==> src/include/spc_consts.vh <==
`ifndef SPC_CONSTS_VH
`define SPC_CONSTS_VH

// register byte offsets on the wishbone slave
`define SPC_ADR_CTRL 8'h00
`define SPC_ADR_PERIOD 8'h04
`define SPC_ADR_STATUS 8'h08
`define SPC_ADR_STEPS 8'h0c

// ctrl register fields
`define SPC_CTRL_OSC_RUN 0
`define SPC_CTRL_RESET 32'h00000001

// status register field positions
`define SPC_ST_STATE_LSB 0
`define SPC_ST_STATE_MSB 2
`define SPC_ST_HOME 3
`define SPC_ST_PHASE_LSB 4
`define SPC_ST_PHASE_MSB 7
`define SPC_ST_INH_LSB 8
`define SPC_ST_INH_MSB 9
`define SPC_ST_LATCH_LSB 10
`define SPC_ST_LATCH_MSB 11
`define SPC_ST_ENABLE 12

// translator home state and its phase pattern abcd
`define SPC_HOME_STATE 3'h0
`define SPC_HOME_PHASE 4'h5

// timing: clock period and chopper oscillator period
`define SPC_CLK_PERIOD_NS 40
`define SPC_CHOP_PERIOD_NS 50000
`define SPC_CHOP_PERIOD_CYC (`SPC_CHOP_PERIOD_NS / `SPC_CLK_PERIOD_NS)
`define SPC_SYNC_HIGH_NS 80
`define SPC_SYNC_HIGH_CYC (`SPC_SYNC_HIGH_NS / `SPC_CLK_PERIOD_NS)

// reset levels of the synchroniser stages (step clock and reset pin idle high)
`define SPC_PIN_RESET 9'h101

`endif

==> src/logic/spc_sync2.v <==
`timescale 1ns/1ps
module spc_sync2 #(
  parameter WIDTH = 1,
  parameter [WIDTH-1:0] RESET_VAL = {WIDTH{1'b0}}
)(
  // clock and reset
  input wire clk_i,
  input wire rst_n_i,
  // pins in, synchronised levels out
  input wire [WIDTH-1:0] async_i,
  output wire [WIDTH-1:0] sync_o
);

  genvar gi;
  generate
    for (gi = 0; gi < WIDTH; gi = gi + 1) begin : g_bit
      reg meta_ff;
      reg sync_ff;
      // two flops; the first is read by the second only
      always @(posedge clk_i or negedge rst_n_i) begin
        if (!rst_n_i) begin
          meta_ff <= RESET_VAL[gi];
          sync_ff <= RESET_VAL[gi];
        end else begin
          meta_ff <= async_i[gi];
          sync_ff <= meta_ff;
        end
      end
      assign sync_o[gi] = sync_ff;
    end
  endgenerate

endmodule // spc_sync2

==> src/logic/spc_translator_chopper.v <==
// Functional notes
// each rising step clock edge advances the translator exactly one increment.
// active-low reset pin returns translator to state 1, phases abcd 0101.
// open-collector home output released (transistor off) while in state 1.
// step size input high selects half step, low selects full step.
// full step from odd state gives two-phase-on drive.
// full step from even state gives one-phase-on wave drive.
// enable low forces both inhibits and all four phases low.
// chopper target input low chops inhibits, high chops phase lines.
// first inhibit gates a/b, drops when de-energised, carries chopping.
// second inhibit gates c/d with the same duties as the first.
// direction input synchronised so it may change at any moment.
// sync line outputs oscillator pulses or accepts an injected clock.
// system grounds oscillator on all but one linked device.
// oscillator pulse sets winding latch; sense trip clears it till next pulse.
// phase chopping activates the non-active line of each pair.
// two-phase-on drive keeps both inhibits high apart from chopping.
// eight-state cyclic counter, one step half, two steps full, up for cw.
// conventional half-step pattern from 0101; even states drop idle inhibit.
`timescale 1ns/1ps
`include "spc_consts.vh"
module spc_translator_chopper #(
  parameter PERIOD_W = 16
)(
  // clock and reset
  input wire clk_i,
  input wire rst_n_i,
  // host step interface pins
  input wire step_clock_i,
  input wire rotation_sense_i,
  input wire half_step_i,
  input wire chip_enable_i,
  input wire chop_target_i,
  input wire translator_reset_n_i,
  // current sense comparator levels
  input wire current_sense_first_i,
  input wire current_sense_second_i,
  // shared chopper sync line, split
  input wire sync_i,
  output wire sync_o,
  output wire sync_oe_o,
  // power bridge drive
  output wire phase_a_o,
  output wire phase_b_o,
  output wire phase_c_o,
  output wire phase_d_o,
  output wire inhibit_first_pair_n_o,
  output wire inhibit_second_pair_n_o,
  // open-collector home indicator, split
  output wire home_o,
  output wire home_oe_o,
  // classic wishbone slave
  input wire wb_cyc_i,
  input wire wb_stb_i,
  input wire wb_we_i,
  input wire [7:0] wb_adr_i,
  input wire [3:0] wb_sel_i,
  input wire [31:0] wb_dat_i,
  output wire [31:0] wb_dat_o,
  output wire wb_ack_o
);

  // synchroniser bit positions
  localparam PIN_STEP = 0;
  localparam PIN_DIR = 1;
  localparam PIN_HALF = 2;
  localparam PIN_EN = 3;
  localparam PIN_TGT = 4;
  localparam PIN_CURRENT_SENSE_FIRST = 5;
  localparam PIN_CURRENT_SENSE_SECOND = 6;
  localparam PIN_SYNC = 7;
  localparam PIN_TRST = 8;

  localparam [31:0] PERIOD_RST32 = `SPC_CHOP_PERIOD_CYC;
  localparam [PERIOD_W-1:0] PERIOD_RST = PERIOD_RST32[PERIOD_W-1:0];
  localparam [31:0] SYNC_HI32 = `SPC_SYNC_HIGH_CYC;
  localparam [PERIOD_W-1:0] SYNC_HI = SYNC_HI32[PERIOD_W-1:0];
  localparam [31:0] CTRL_RST32 = `SPC_CTRL_RESET;

  // phase pattern {a,b,c,d} for each of the eight states
  function [3:0] spc_phase;
    input [2:0] st;
    begin
      case (st)
        3'h0: spc_phase = `SPC_HOME_PHASE;
        3'h1: spc_phase = 4'h1;
        3'h2: spc_phase = 4'h9;
        3'h3: spc_phase = 4'h8;
        3'h4: spc_phase = 4'ha;
        3'h5: spc_phase = 4'h2;
        3'h6: spc_phase = 4'h6;
        default: spc_phase = 4'h4;
      endcase
    end
  endfunction

  // one winding pair under phase chopping
  function [1:0] spc_chop_pair;
    input [1:0] pair;
    input latch;
    input tgt;
    begin
      // brake by raising the idle line
      if (tgt && !latch && (pair != 2'b00)) begin
        spc_chop_pair = 2'b11;
      end else begin
        spc_chop_pair = pair;
      end
    end
  endfunction

  wire [8:0] pin_async;
  wire [8:0] pin_s;

  assign pin_async = {translator_reset_n_i, sync_i, current_sense_second_i,
                      current_sense_first_i, chop_target_i, chip_enable_i,
                      half_step_i, rotation_sense_i, step_clock_i};

  // every pin, direction included, goes through two flops
  spc_sync2 #(
    .WIDTH(9),
    .RESET_VAL(`SPC_PIN_RESET)
  ) u_pin_sync (
    .clk_i(clk_i),
    .rst_n_i(rst_n_i),
    .async_i(pin_async),
    .sync_o(pin_s)
  );

  reg step_prev_ff;
  reg sync_prev_ff;
  reg [2:0] state_ff;
  reg [31:0] steps_ff;
  reg [1:0] latch_ff;
  reg [PERIOD_W-1:0] cnt_ff;
  reg [PERIOD_W-1:0] period_ff;
  reg osc_run_ff;
  reg sync_out_ff;
  reg [3:0] phase_ff;
  reg [1:0] inh_ff;
  reg home_ff;
  reg ack_ff;
  reg [31:0] dat_ff;

  wire step_rise;
  wire sync_rise;
  wire osc_tick;
  wire osc_pulse;
  wire [2:0] step_delta;
  wire [2:0] nxt_state;
  wire [PERIOD_W:0] cnt_inc;
  wire [3:0] pat;
  wire [1:0] sense;
  wire tgt;
  wire [1:0] nxt_ab;
  wire [1:0] nxt_cd;
  wire [1:0] nxt_inh;
  wire bus_req;
  wire bus_wr;
  wire [1:0] nxt_latch;

  // edge detectors read the second synchroniser stage only
  always @(posedge clk_i or negedge rst_n_i) begin
    if (!rst_n_i) begin
      step_prev_ff <= 1'b1;
      sync_prev_ff <= 1'b0;
    end else begin
      step_prev_ff <= pin_s[PIN_STEP];
      sync_prev_ff <= pin_s[PIN_SYNC];
    end
  end

  // low-to-high transition of the step clock
  assign step_rise = pin_s[PIN_STEP] & ~step_prev_ff;
  assign sync_rise = pin_s[PIN_SYNC] & ~sync_prev_ff;

  // half step moves one state, full step two
  assign step_delta = pin_s[PIN_HALF] ? 3'h1 : 3'h2;
  // up for clockwise, down for anticlockwise, wraps at eight
  assign nxt_state = pin_s[PIN_DIR] ? (state_ff + step_delta) : (state_ff - step_delta);

  // translator; parity is kept in full step, so odd vs even picks the drive
  always @(posedge clk_i or negedge rst_n_i) begin
    if (!rst_n_i) begin
      state_ff <= `SPC_HOME_STATE;
      steps_ff <= 32'h00000000;
    end else if (!pin_s[PIN_TRST]) begin
      // held at home while the reset pin is low
      state_ff <= `SPC_HOME_STATE;
    end else if (step_rise) begin
      // odd states stay odd in full step, two phases on
      // even states stay even in full step, wave drive
      state_ff <= nxt_state;
      steps_ff <= steps_ff + 32'h00000001;
    end
  end

  // internal chopper oscillator replaces the rc network
  assign cnt_inc = {1'b0, cnt_ff} + {{PERIOD_W{1'b0}}, 1'b1};
  assign osc_tick = osc_run_ff & (cnt_inc >= {1'b0, period_ff});

  always @(posedge clk_i or negedge rst_n_i) begin
    if (!rst_n_i) begin
      cnt_ff <= {PERIOD_W{1'b0}};
      sync_out_ff <= 1'b0;
    end else if (!osc_run_ff) begin
      cnt_ff <= {PERIOD_W{1'b0}};
      sync_out_ff <= 1'b0;
    end else begin
      cnt_ff <= osc_tick ? {PERIOD_W{1'b0}} : cnt_inc[PERIOD_W-1:0];
      // only a wrap starts the pulse, so a counter restart never gives a runt
      sync_out_ff <= osc_tick | (sync_out_ff & (cnt_inc[PERIOD_W-1:0] < SYNC_HI));
    end
  end

  // drive the line with our pulses, or chop from whoever drives it
  assign osc_pulse = osc_run_ff ? osc_tick : sync_rise;
  assign sync_o = sync_out_ff;
  assign sync_oe_o = osc_run_ff;

  assign sense = {pin_s[PIN_CURRENT_SENSE_SECOND], pin_s[PIN_CURRENT_SENSE_FIRST]};

  genvar gw;
  generate
    for (gw = 0; gw < 2; gw = gw + 1) begin : g_latch
      // pulse sets, sense trip clears and wins
      assign nxt_latch[gw] = sense[gw] ? 1'b0 : (osc_pulse ? 1'b1 : latch_ff[gw]);
    end
  endgenerate

  // one register for both latches keeps a single driver
  always @(posedge clk_i or negedge rst_n_i) begin
    if (!rst_n_i) begin
      latch_ff <= 2'h3;
    end else begin
      latch_ff <= nxt_latch;
    end
  end

  // pattern lookup from the translator state
  assign pat = spc_phase(state_ff);
  assign tgt = pin_s[PIN_TGT];

  // high target steers chopping onto the phase pairs
  assign nxt_ab = spc_chop_pair(pat[3:2], latch_ff[0], tgt);
  assign nxt_cd = spc_chop_pair(pat[1:0], latch_ff[1], tgt);

  // first inhibit low when a/b idle, or chopped when target low
  // second inhibit does the same for c/d
  // both pairs energised in two-phase-on, so both stay high
  assign nxt_inh[0] = (|pat[3:2]) & (tgt | latch_ff[0]);
  assign nxt_inh[1] = (|pat[1:0]) & (tgt | latch_ff[1]);

  // registered bridge drive; one cycle behind the translator
  always @(posedge clk_i or negedge rst_n_i) begin
    if (!rst_n_i) begin
      phase_ff <= 4'h0;
      inh_ff <= 2'h0;
      home_ff <= 1'b1;
    end else begin
      // home flag tracks state 1
      home_ff <= (state_ff == `SPC_HOME_STATE);
      if (!pin_s[PIN_EN]) begin
        // disabled bridge, everything low
        phase_ff <= 4'h0;
        inh_ff <= 2'h0;
      end else begin
        phase_ff <= {nxt_ab, nxt_cd};
        inh_ff <= nxt_inh;
      end
    end
  end

  assign phase_a_o = phase_ff[3];
  assign phase_b_o = phase_ff[2];
  assign phase_c_o = phase_ff[1];
  assign phase_d_o = phase_ff[0];
  assign inhibit_first_pair_n_o = inh_ff[0];
  assign inhibit_second_pair_n_o = inh_ff[1];

  // transistor off (released) when home is active
  assign home_o = 1'b0;
  assign home_oe_o = ~home_ff;

  // wishbone: ack one cycle after the request, write at the acked edge
  assign bus_req = wb_cyc_i & wb_stb_i;
  assign bus_wr = bus_req & ack_ff & wb_we_i;

  always @(posedge clk_i or negedge rst_n_i) begin
    if (!rst_n_i) begin
      ack_ff <= 1'b0;
      dat_ff <= 32'h00000000;
    end else begin
      ack_ff <= bus_req & ~ack_ff;
      if (bus_req && !ack_ff) begin
        if (wb_adr_i == `SPC_ADR_CTRL) begin
          dat_ff <= {31'h00000000, osc_run_ff};
        end else if (wb_adr_i == `SPC_ADR_PERIOD) begin
          dat_ff <= {{(32-PERIOD_W){1'b0}}, period_ff};
        end else if (wb_adr_i == `SPC_ADR_STATUS) begin
          dat_ff <= {19'h00000, pin_s[PIN_EN], latch_ff, inh_ff, phase_ff,
                     home_ff, state_ff};
        end else if (wb_adr_i == `SPC_ADR_STEPS) begin
          dat_ff <= steps_ff;
        end else begin
          // unmapped: acked, reads zero
          dat_ff <= 32'h00000000;
        end
      end
    end
  end

  // writable registers; status and step count are read-only
  always @(posedge clk_i or negedge rst_n_i) begin
    if (!rst_n_i) begin
      osc_run_ff <= CTRL_RST32[`SPC_CTRL_OSC_RUN];
      period_ff <= PERIOD_RST;
    end else if (bus_wr) begin
      if (wb_adr_i == `SPC_ADR_CTRL) begin
        if (wb_sel_i[0]) begin
          osc_run_ff <= wb_dat_i[`SPC_CTRL_OSC_RUN];
        end
      end else if (wb_adr_i == `SPC_ADR_PERIOD) begin
        if (wb_sel_i[0]) begin
          period_ff[7:0] <= wb_dat_i[7:0];
        end
        if (wb_sel_i[1]) begin
          period_ff[PERIOD_W-1:8] <= wb_dat_i[PERIOD_W-1:8];
        end
      end
    end
  end

  assign wb_ack_o = ack_ff;
  assign wb_dat_o = dat_ff;

endmodule // spc_translator_chopper

==> config.mk <==
export PLATFORM = sky130hd
export DESIGN_NAME = spc_translator_chopper
export DESIGN_NICKNAME = d
export VERILOG_FILES = /design/src/logic/spc_sync2.v /design/src/logic/spc_translator_chopper.v
export VERILOG_INCLUDE_DIRS = /design/src /design/src/include
export SDC_FILE = /design/constraint.sdc
export NUM_CORES = 1
export LEC_CHECK = 0
export BUFFER_PORTS_ARGS = -buffer_cell sky130_fd_sc_hd__buf_2
export CELL_PAD_IN_SITES_DETAIL_PLACEMENT = 1
export CELL_PAD_IN_SITES_GLOBAL_PLACEMENT = 2
export CORE_ASPECT_RATIO = 0.9
export CORE_MARGIN = 2
export CORE_UTILIZATION = 41
export CTS_BUF_LIST = sky130_fd_sc_hd__clkbuf_8
export DETAILED_ROUTE_END_ITERATION = 10
export MAX_ROUTING_LAYER = met4
export PLACE_DENSITY_LB_ADDON = 0.1
export SYNTH_ARGS = -nofsm -noshare
export SYNTH_HDL_FRONTEND = slang
export SYNTH_SLANG_ARGS = --single-unit
export TNS_END_PERCENT = 1
==> constraint.sdc <==
create_clock -name clk_i -period 5.8 [get_ports clk_i]
set_clock_uncertainty 0.15 [all_clocks]
set_input_delay 0 -clock clk_i [delete_from_list [all_inputs] [get_ports clk_i]]
set_output_delay 0 -clock clk_i [all_outputs]
set_load 0.01 [all_outputs]
==> results.md <==
- Status: completed
- Buffer and inverter count on the worst path: 1
- Vias in the first global route: 4,978
- Remaining global-route overflow: 0
- Cell Pwr Density: 286 mW/mm^2
- Slew Viols, Final: 0
- Crit-path slowest cell: or4_1
- Critical Path RT: 5940 ps
- Sink Count: 131
- FF-to-FF path depth: 11
- Port Buf Inserts: 81
- # fillers: 1,628
- Setup CP Type: register to register
- Register share of total power: 0.493
- Clock buffer depth: 2
- Final hold vios: 0
- Post-detailed-route count of antenna-violating nets: 0
- Worst Setup Start Kind: register
- CP delay by family, top: simple AND/OR/NAND/NOR gates
- Min cycle time layout: 4140 ps
- Clock Tree Root: clkbuf_8
- Ports: 101
- Final WL: 15,900 um
- Asr flop ratio synth: 1.00
- WL per Instance: 17.8 um
- RSZ-0062 raised after global routing: false
- Layout area overhead: 19.4%
- Residual DRC count: 0
- Row cnt: 42
- Actual slew at the worst max-slew pin: 1180 ps
- Rel. slew slack: 0.212
- Critical Path, Cell by Cell: ha_1 > inv_1 > or4_1 > nor2_1 > xor2_1 > ha_1 > nand3_1 > or2_2 > o31ai_1 > a2111o_1 > nor3b_1
- Most used DFF post-synth: dfrtp_1
- CTS clk-pin slew, worst paths: 80 ps
- IR drop worst, VDD: 0.000164 V
- Yosys cell types: 62
- Netlist Area Pre-Place: 0.00620 sq mm
- Combinational share of power: 0.155
- Clock latency at the later pin of the worst-skew pair: 440 ps
- Area of placed instances: 0.00673 sq mm
- Mapped Avg Cell Area: 10.7 sq um
- Yosys top cell area share: 0.472
- Final setup TNS: 0 ps
- Total GRT Usage: 0.216
- Die height: 121 um
- DP HPWL: 11,500 um
- H-Tree Depth: 4
- Drt initial violations: 221
- Setup crit end: cnt_ff[11]
- Setup violations, final: 0
- Yosys reg bits: 131
- First-pass GRT wire length: 26,000 um
- Fin nets: 760
- Synth area leader: dfrtp_1
- Die area: 0.0161 sq mm
- Crit path launch: cnt_ff[0]
- GR Util met1: 0.294
- Pin count of the biggest net entering global routing: 72
- FF-to-FF Start: cnt_ff[0]
- Gpl congestion: 0.812
- Sequential area share after synthesis: 0.531
- Die width: 134 um
- Pleak: 3.58 nW
- Yosys warns: 0
- Worst EP arrival: 4290 ps
- Min-Delay Path Class: primary input to async pin
- Final period utilization: 0.714
- Initial Utilization: 0.420
- Grt peak-use layer: met2
- Ant. Diodes: 0
- Slowest stage delay, CP: 680 ps
- Synthesized net count: 658
- Crit Path Max Fanout: 17
- Dpl cells: 831
- M3 GR Usage: 0.0440
- CTS tree: yes
- Post-synth top cells: dfrtp_1, nand2_1, inv_1
- Hold WS: 36.7 ps
- Vias: 4,675
- Endpoint type of the worst setup path: register
- Core Box Area: 0.0148 sq mm
- Post-Layout Cell Count: 893
- Reg-to-reg slack, setup: 1660 ps
- Cell mode on critical path: ha_1
- CP Depth: 11
- Switching part of the total power: 0.294
- Total CTS buffers: 17
- Met2 usage in global routing: 0.328
- Number of synthesized flops with an enable pin: 0
- Max-cap violations: 0
- Vias per cell: 5.24
- Fmax: 241 MHz
- Clock power frac: 0.352
- Share of layout cells above drive strength 1: 0.210
- Cells after Synth: 580
- Design area: 0.00740 sq mm
- Top cells by area, synth: dfrtp_1, dfstp_2, ha_1
- Initial antenna violation count: 0
- Worst flop-to-flop path endpoint: cnt_ff[11]
- Top-count cell post-synth: dfrtp_1
- P_sw: 622 uW
- DR pass1 iterations: 4
- Cts repair resizes: 0
- Int Pwr: 1.50 mW
[kinds of logic after synthesis]
kind of cell / count (synthesis) / synth area share
and+or+nand+nor: 205 / 0.179
DFF: 131 / 0.531
AOI/OAI and AO/OA: 100 / 0.114
buffers and inverters: 64 / 0.0434
xor gates and xnor gates: 46 / 0.0650
adders and majority gates: 20 / 0.0416
muxes: 13 / 0.0248
other: 1 / 0.000605
[final cells by class]
type | instances | area, sq um | share of cell area
clock buffers | 17 | 234 | 0.0316
clock inverters | 15 | 144 | 0.0194
inverters | 35 | 131 | 0.0177
multi-input cells | 385 | 2640 | 0.356
flip-flops and latches | 131 | 3300 | 0.445
well taps | 198 | 248 | 0.0335
repair buffers | 112 | 716 | 0.0967
[per-stage QoR]
step	util	setup slack [ps]	power, mW
floorplan	-	2420	1.25
global placement	0.456	1810	1.35
detailed placement	0.456	1660	1.37
CTS	0.501	1640	2.14
global route	0.501	1280	2.23
finish	0.501	1660	2.12
[power groups by stage]
stage	Sequential [mW]	Combinational [mW]	Clock, mW
after floorplan	1.04	0.214	0
after global placement	1.06	0.294	0
after detailed placement	1.06	0.313	0
after CTS	1.04	0.330	0.771
after global routing	1.05	0.371	0.811
final	1.04	0.329	0.745
[placed cells by master (no fill, tap or decap), types with 3 or more instances in the layout]
cell / n
a21oi_1: 18
a22o_1: 16
a32oi_1: 5
and2_1: 3
and3_1: 14
and4_1: 6
buf_2: 80
clkbuf_8: 17
clkinv_2: 4
clkinvlp_4: 4
dfrtp_1: 117
dfstp_2: 14
dlygate4sd3_1: 30
ha_1: 19
inv_1: 36
mux2_2: 9
mux2i_1: 3
nand2_1: 51
nand2b_1: 13
nand3_1: 24
nand4_1: 15
nor2_1: 25
nor2b_1: 5
nor3_1: 19
nor3b_1: 13
nor4_1: 4
o21a_1: 7
o21ai_0: 27
o311a_1: 7
or2_2: 4
xnor2_1: 24
xor2_1: 22
[per-layer routing]
| layer | part of all wire | vias up |
|---|---|---|
| met3 | 0.035 | 19 |
| met2 | 0.46 | 99 |
| li1 | - | 2240 |
| met5 | 0 | - |
| met1 | 0.49 | 2317 |
| met4 | 0.012 | 0 |
[worst min-delay path by stage]
stage / cells after the start / endpoint / start / slack [ps]
4_1_cts: 2 / u_pin_sync.g_bit[8].meta_ff / translator_reset_n_i / 8
2_1_floorplan: 0 / cnt_ff[0] / rst_n_i / -450
3_3_place_gp: 1 / u_pin_sync.g_bit[8].meta_ff / translator_reset_n_i / -50
5_1_grt: 2 / u_pin_sync.g_bit[4].meta_ff / chop_target_i / 30
3_5_place_dp: 1 / u_pin_sync.g_bit[0].meta_ff / step_clock_i / -40
6_report: 2 / wb_dat_o[21] / rst_n_i / 40
[repair_timing]
item | in CTS | in global routing
endpoints found under the hold margin | 96 | 0
setup buffers | 0 | 0
hold buffers | 30 | 0
[state kept, by name, summed over array words and instances (netlist names), 2 cells and up]
| signal | count |
|---|---|
| cnt_ff | 16 |
| inh_ff | 2 |
| latch_ff | 2 |
| period_ff | 16 |
| phase_ff | 4 |
| state_ff | 3 |
| steps_ff | 32 |
| u_pin_sync.g_bit.meta_ff | 9 |
| u_pin_sync.g_bit.sync_ff | 9 |
| wb_dat_o | 32 |
No activity file was read; power rests on OpenSTA's default activity.
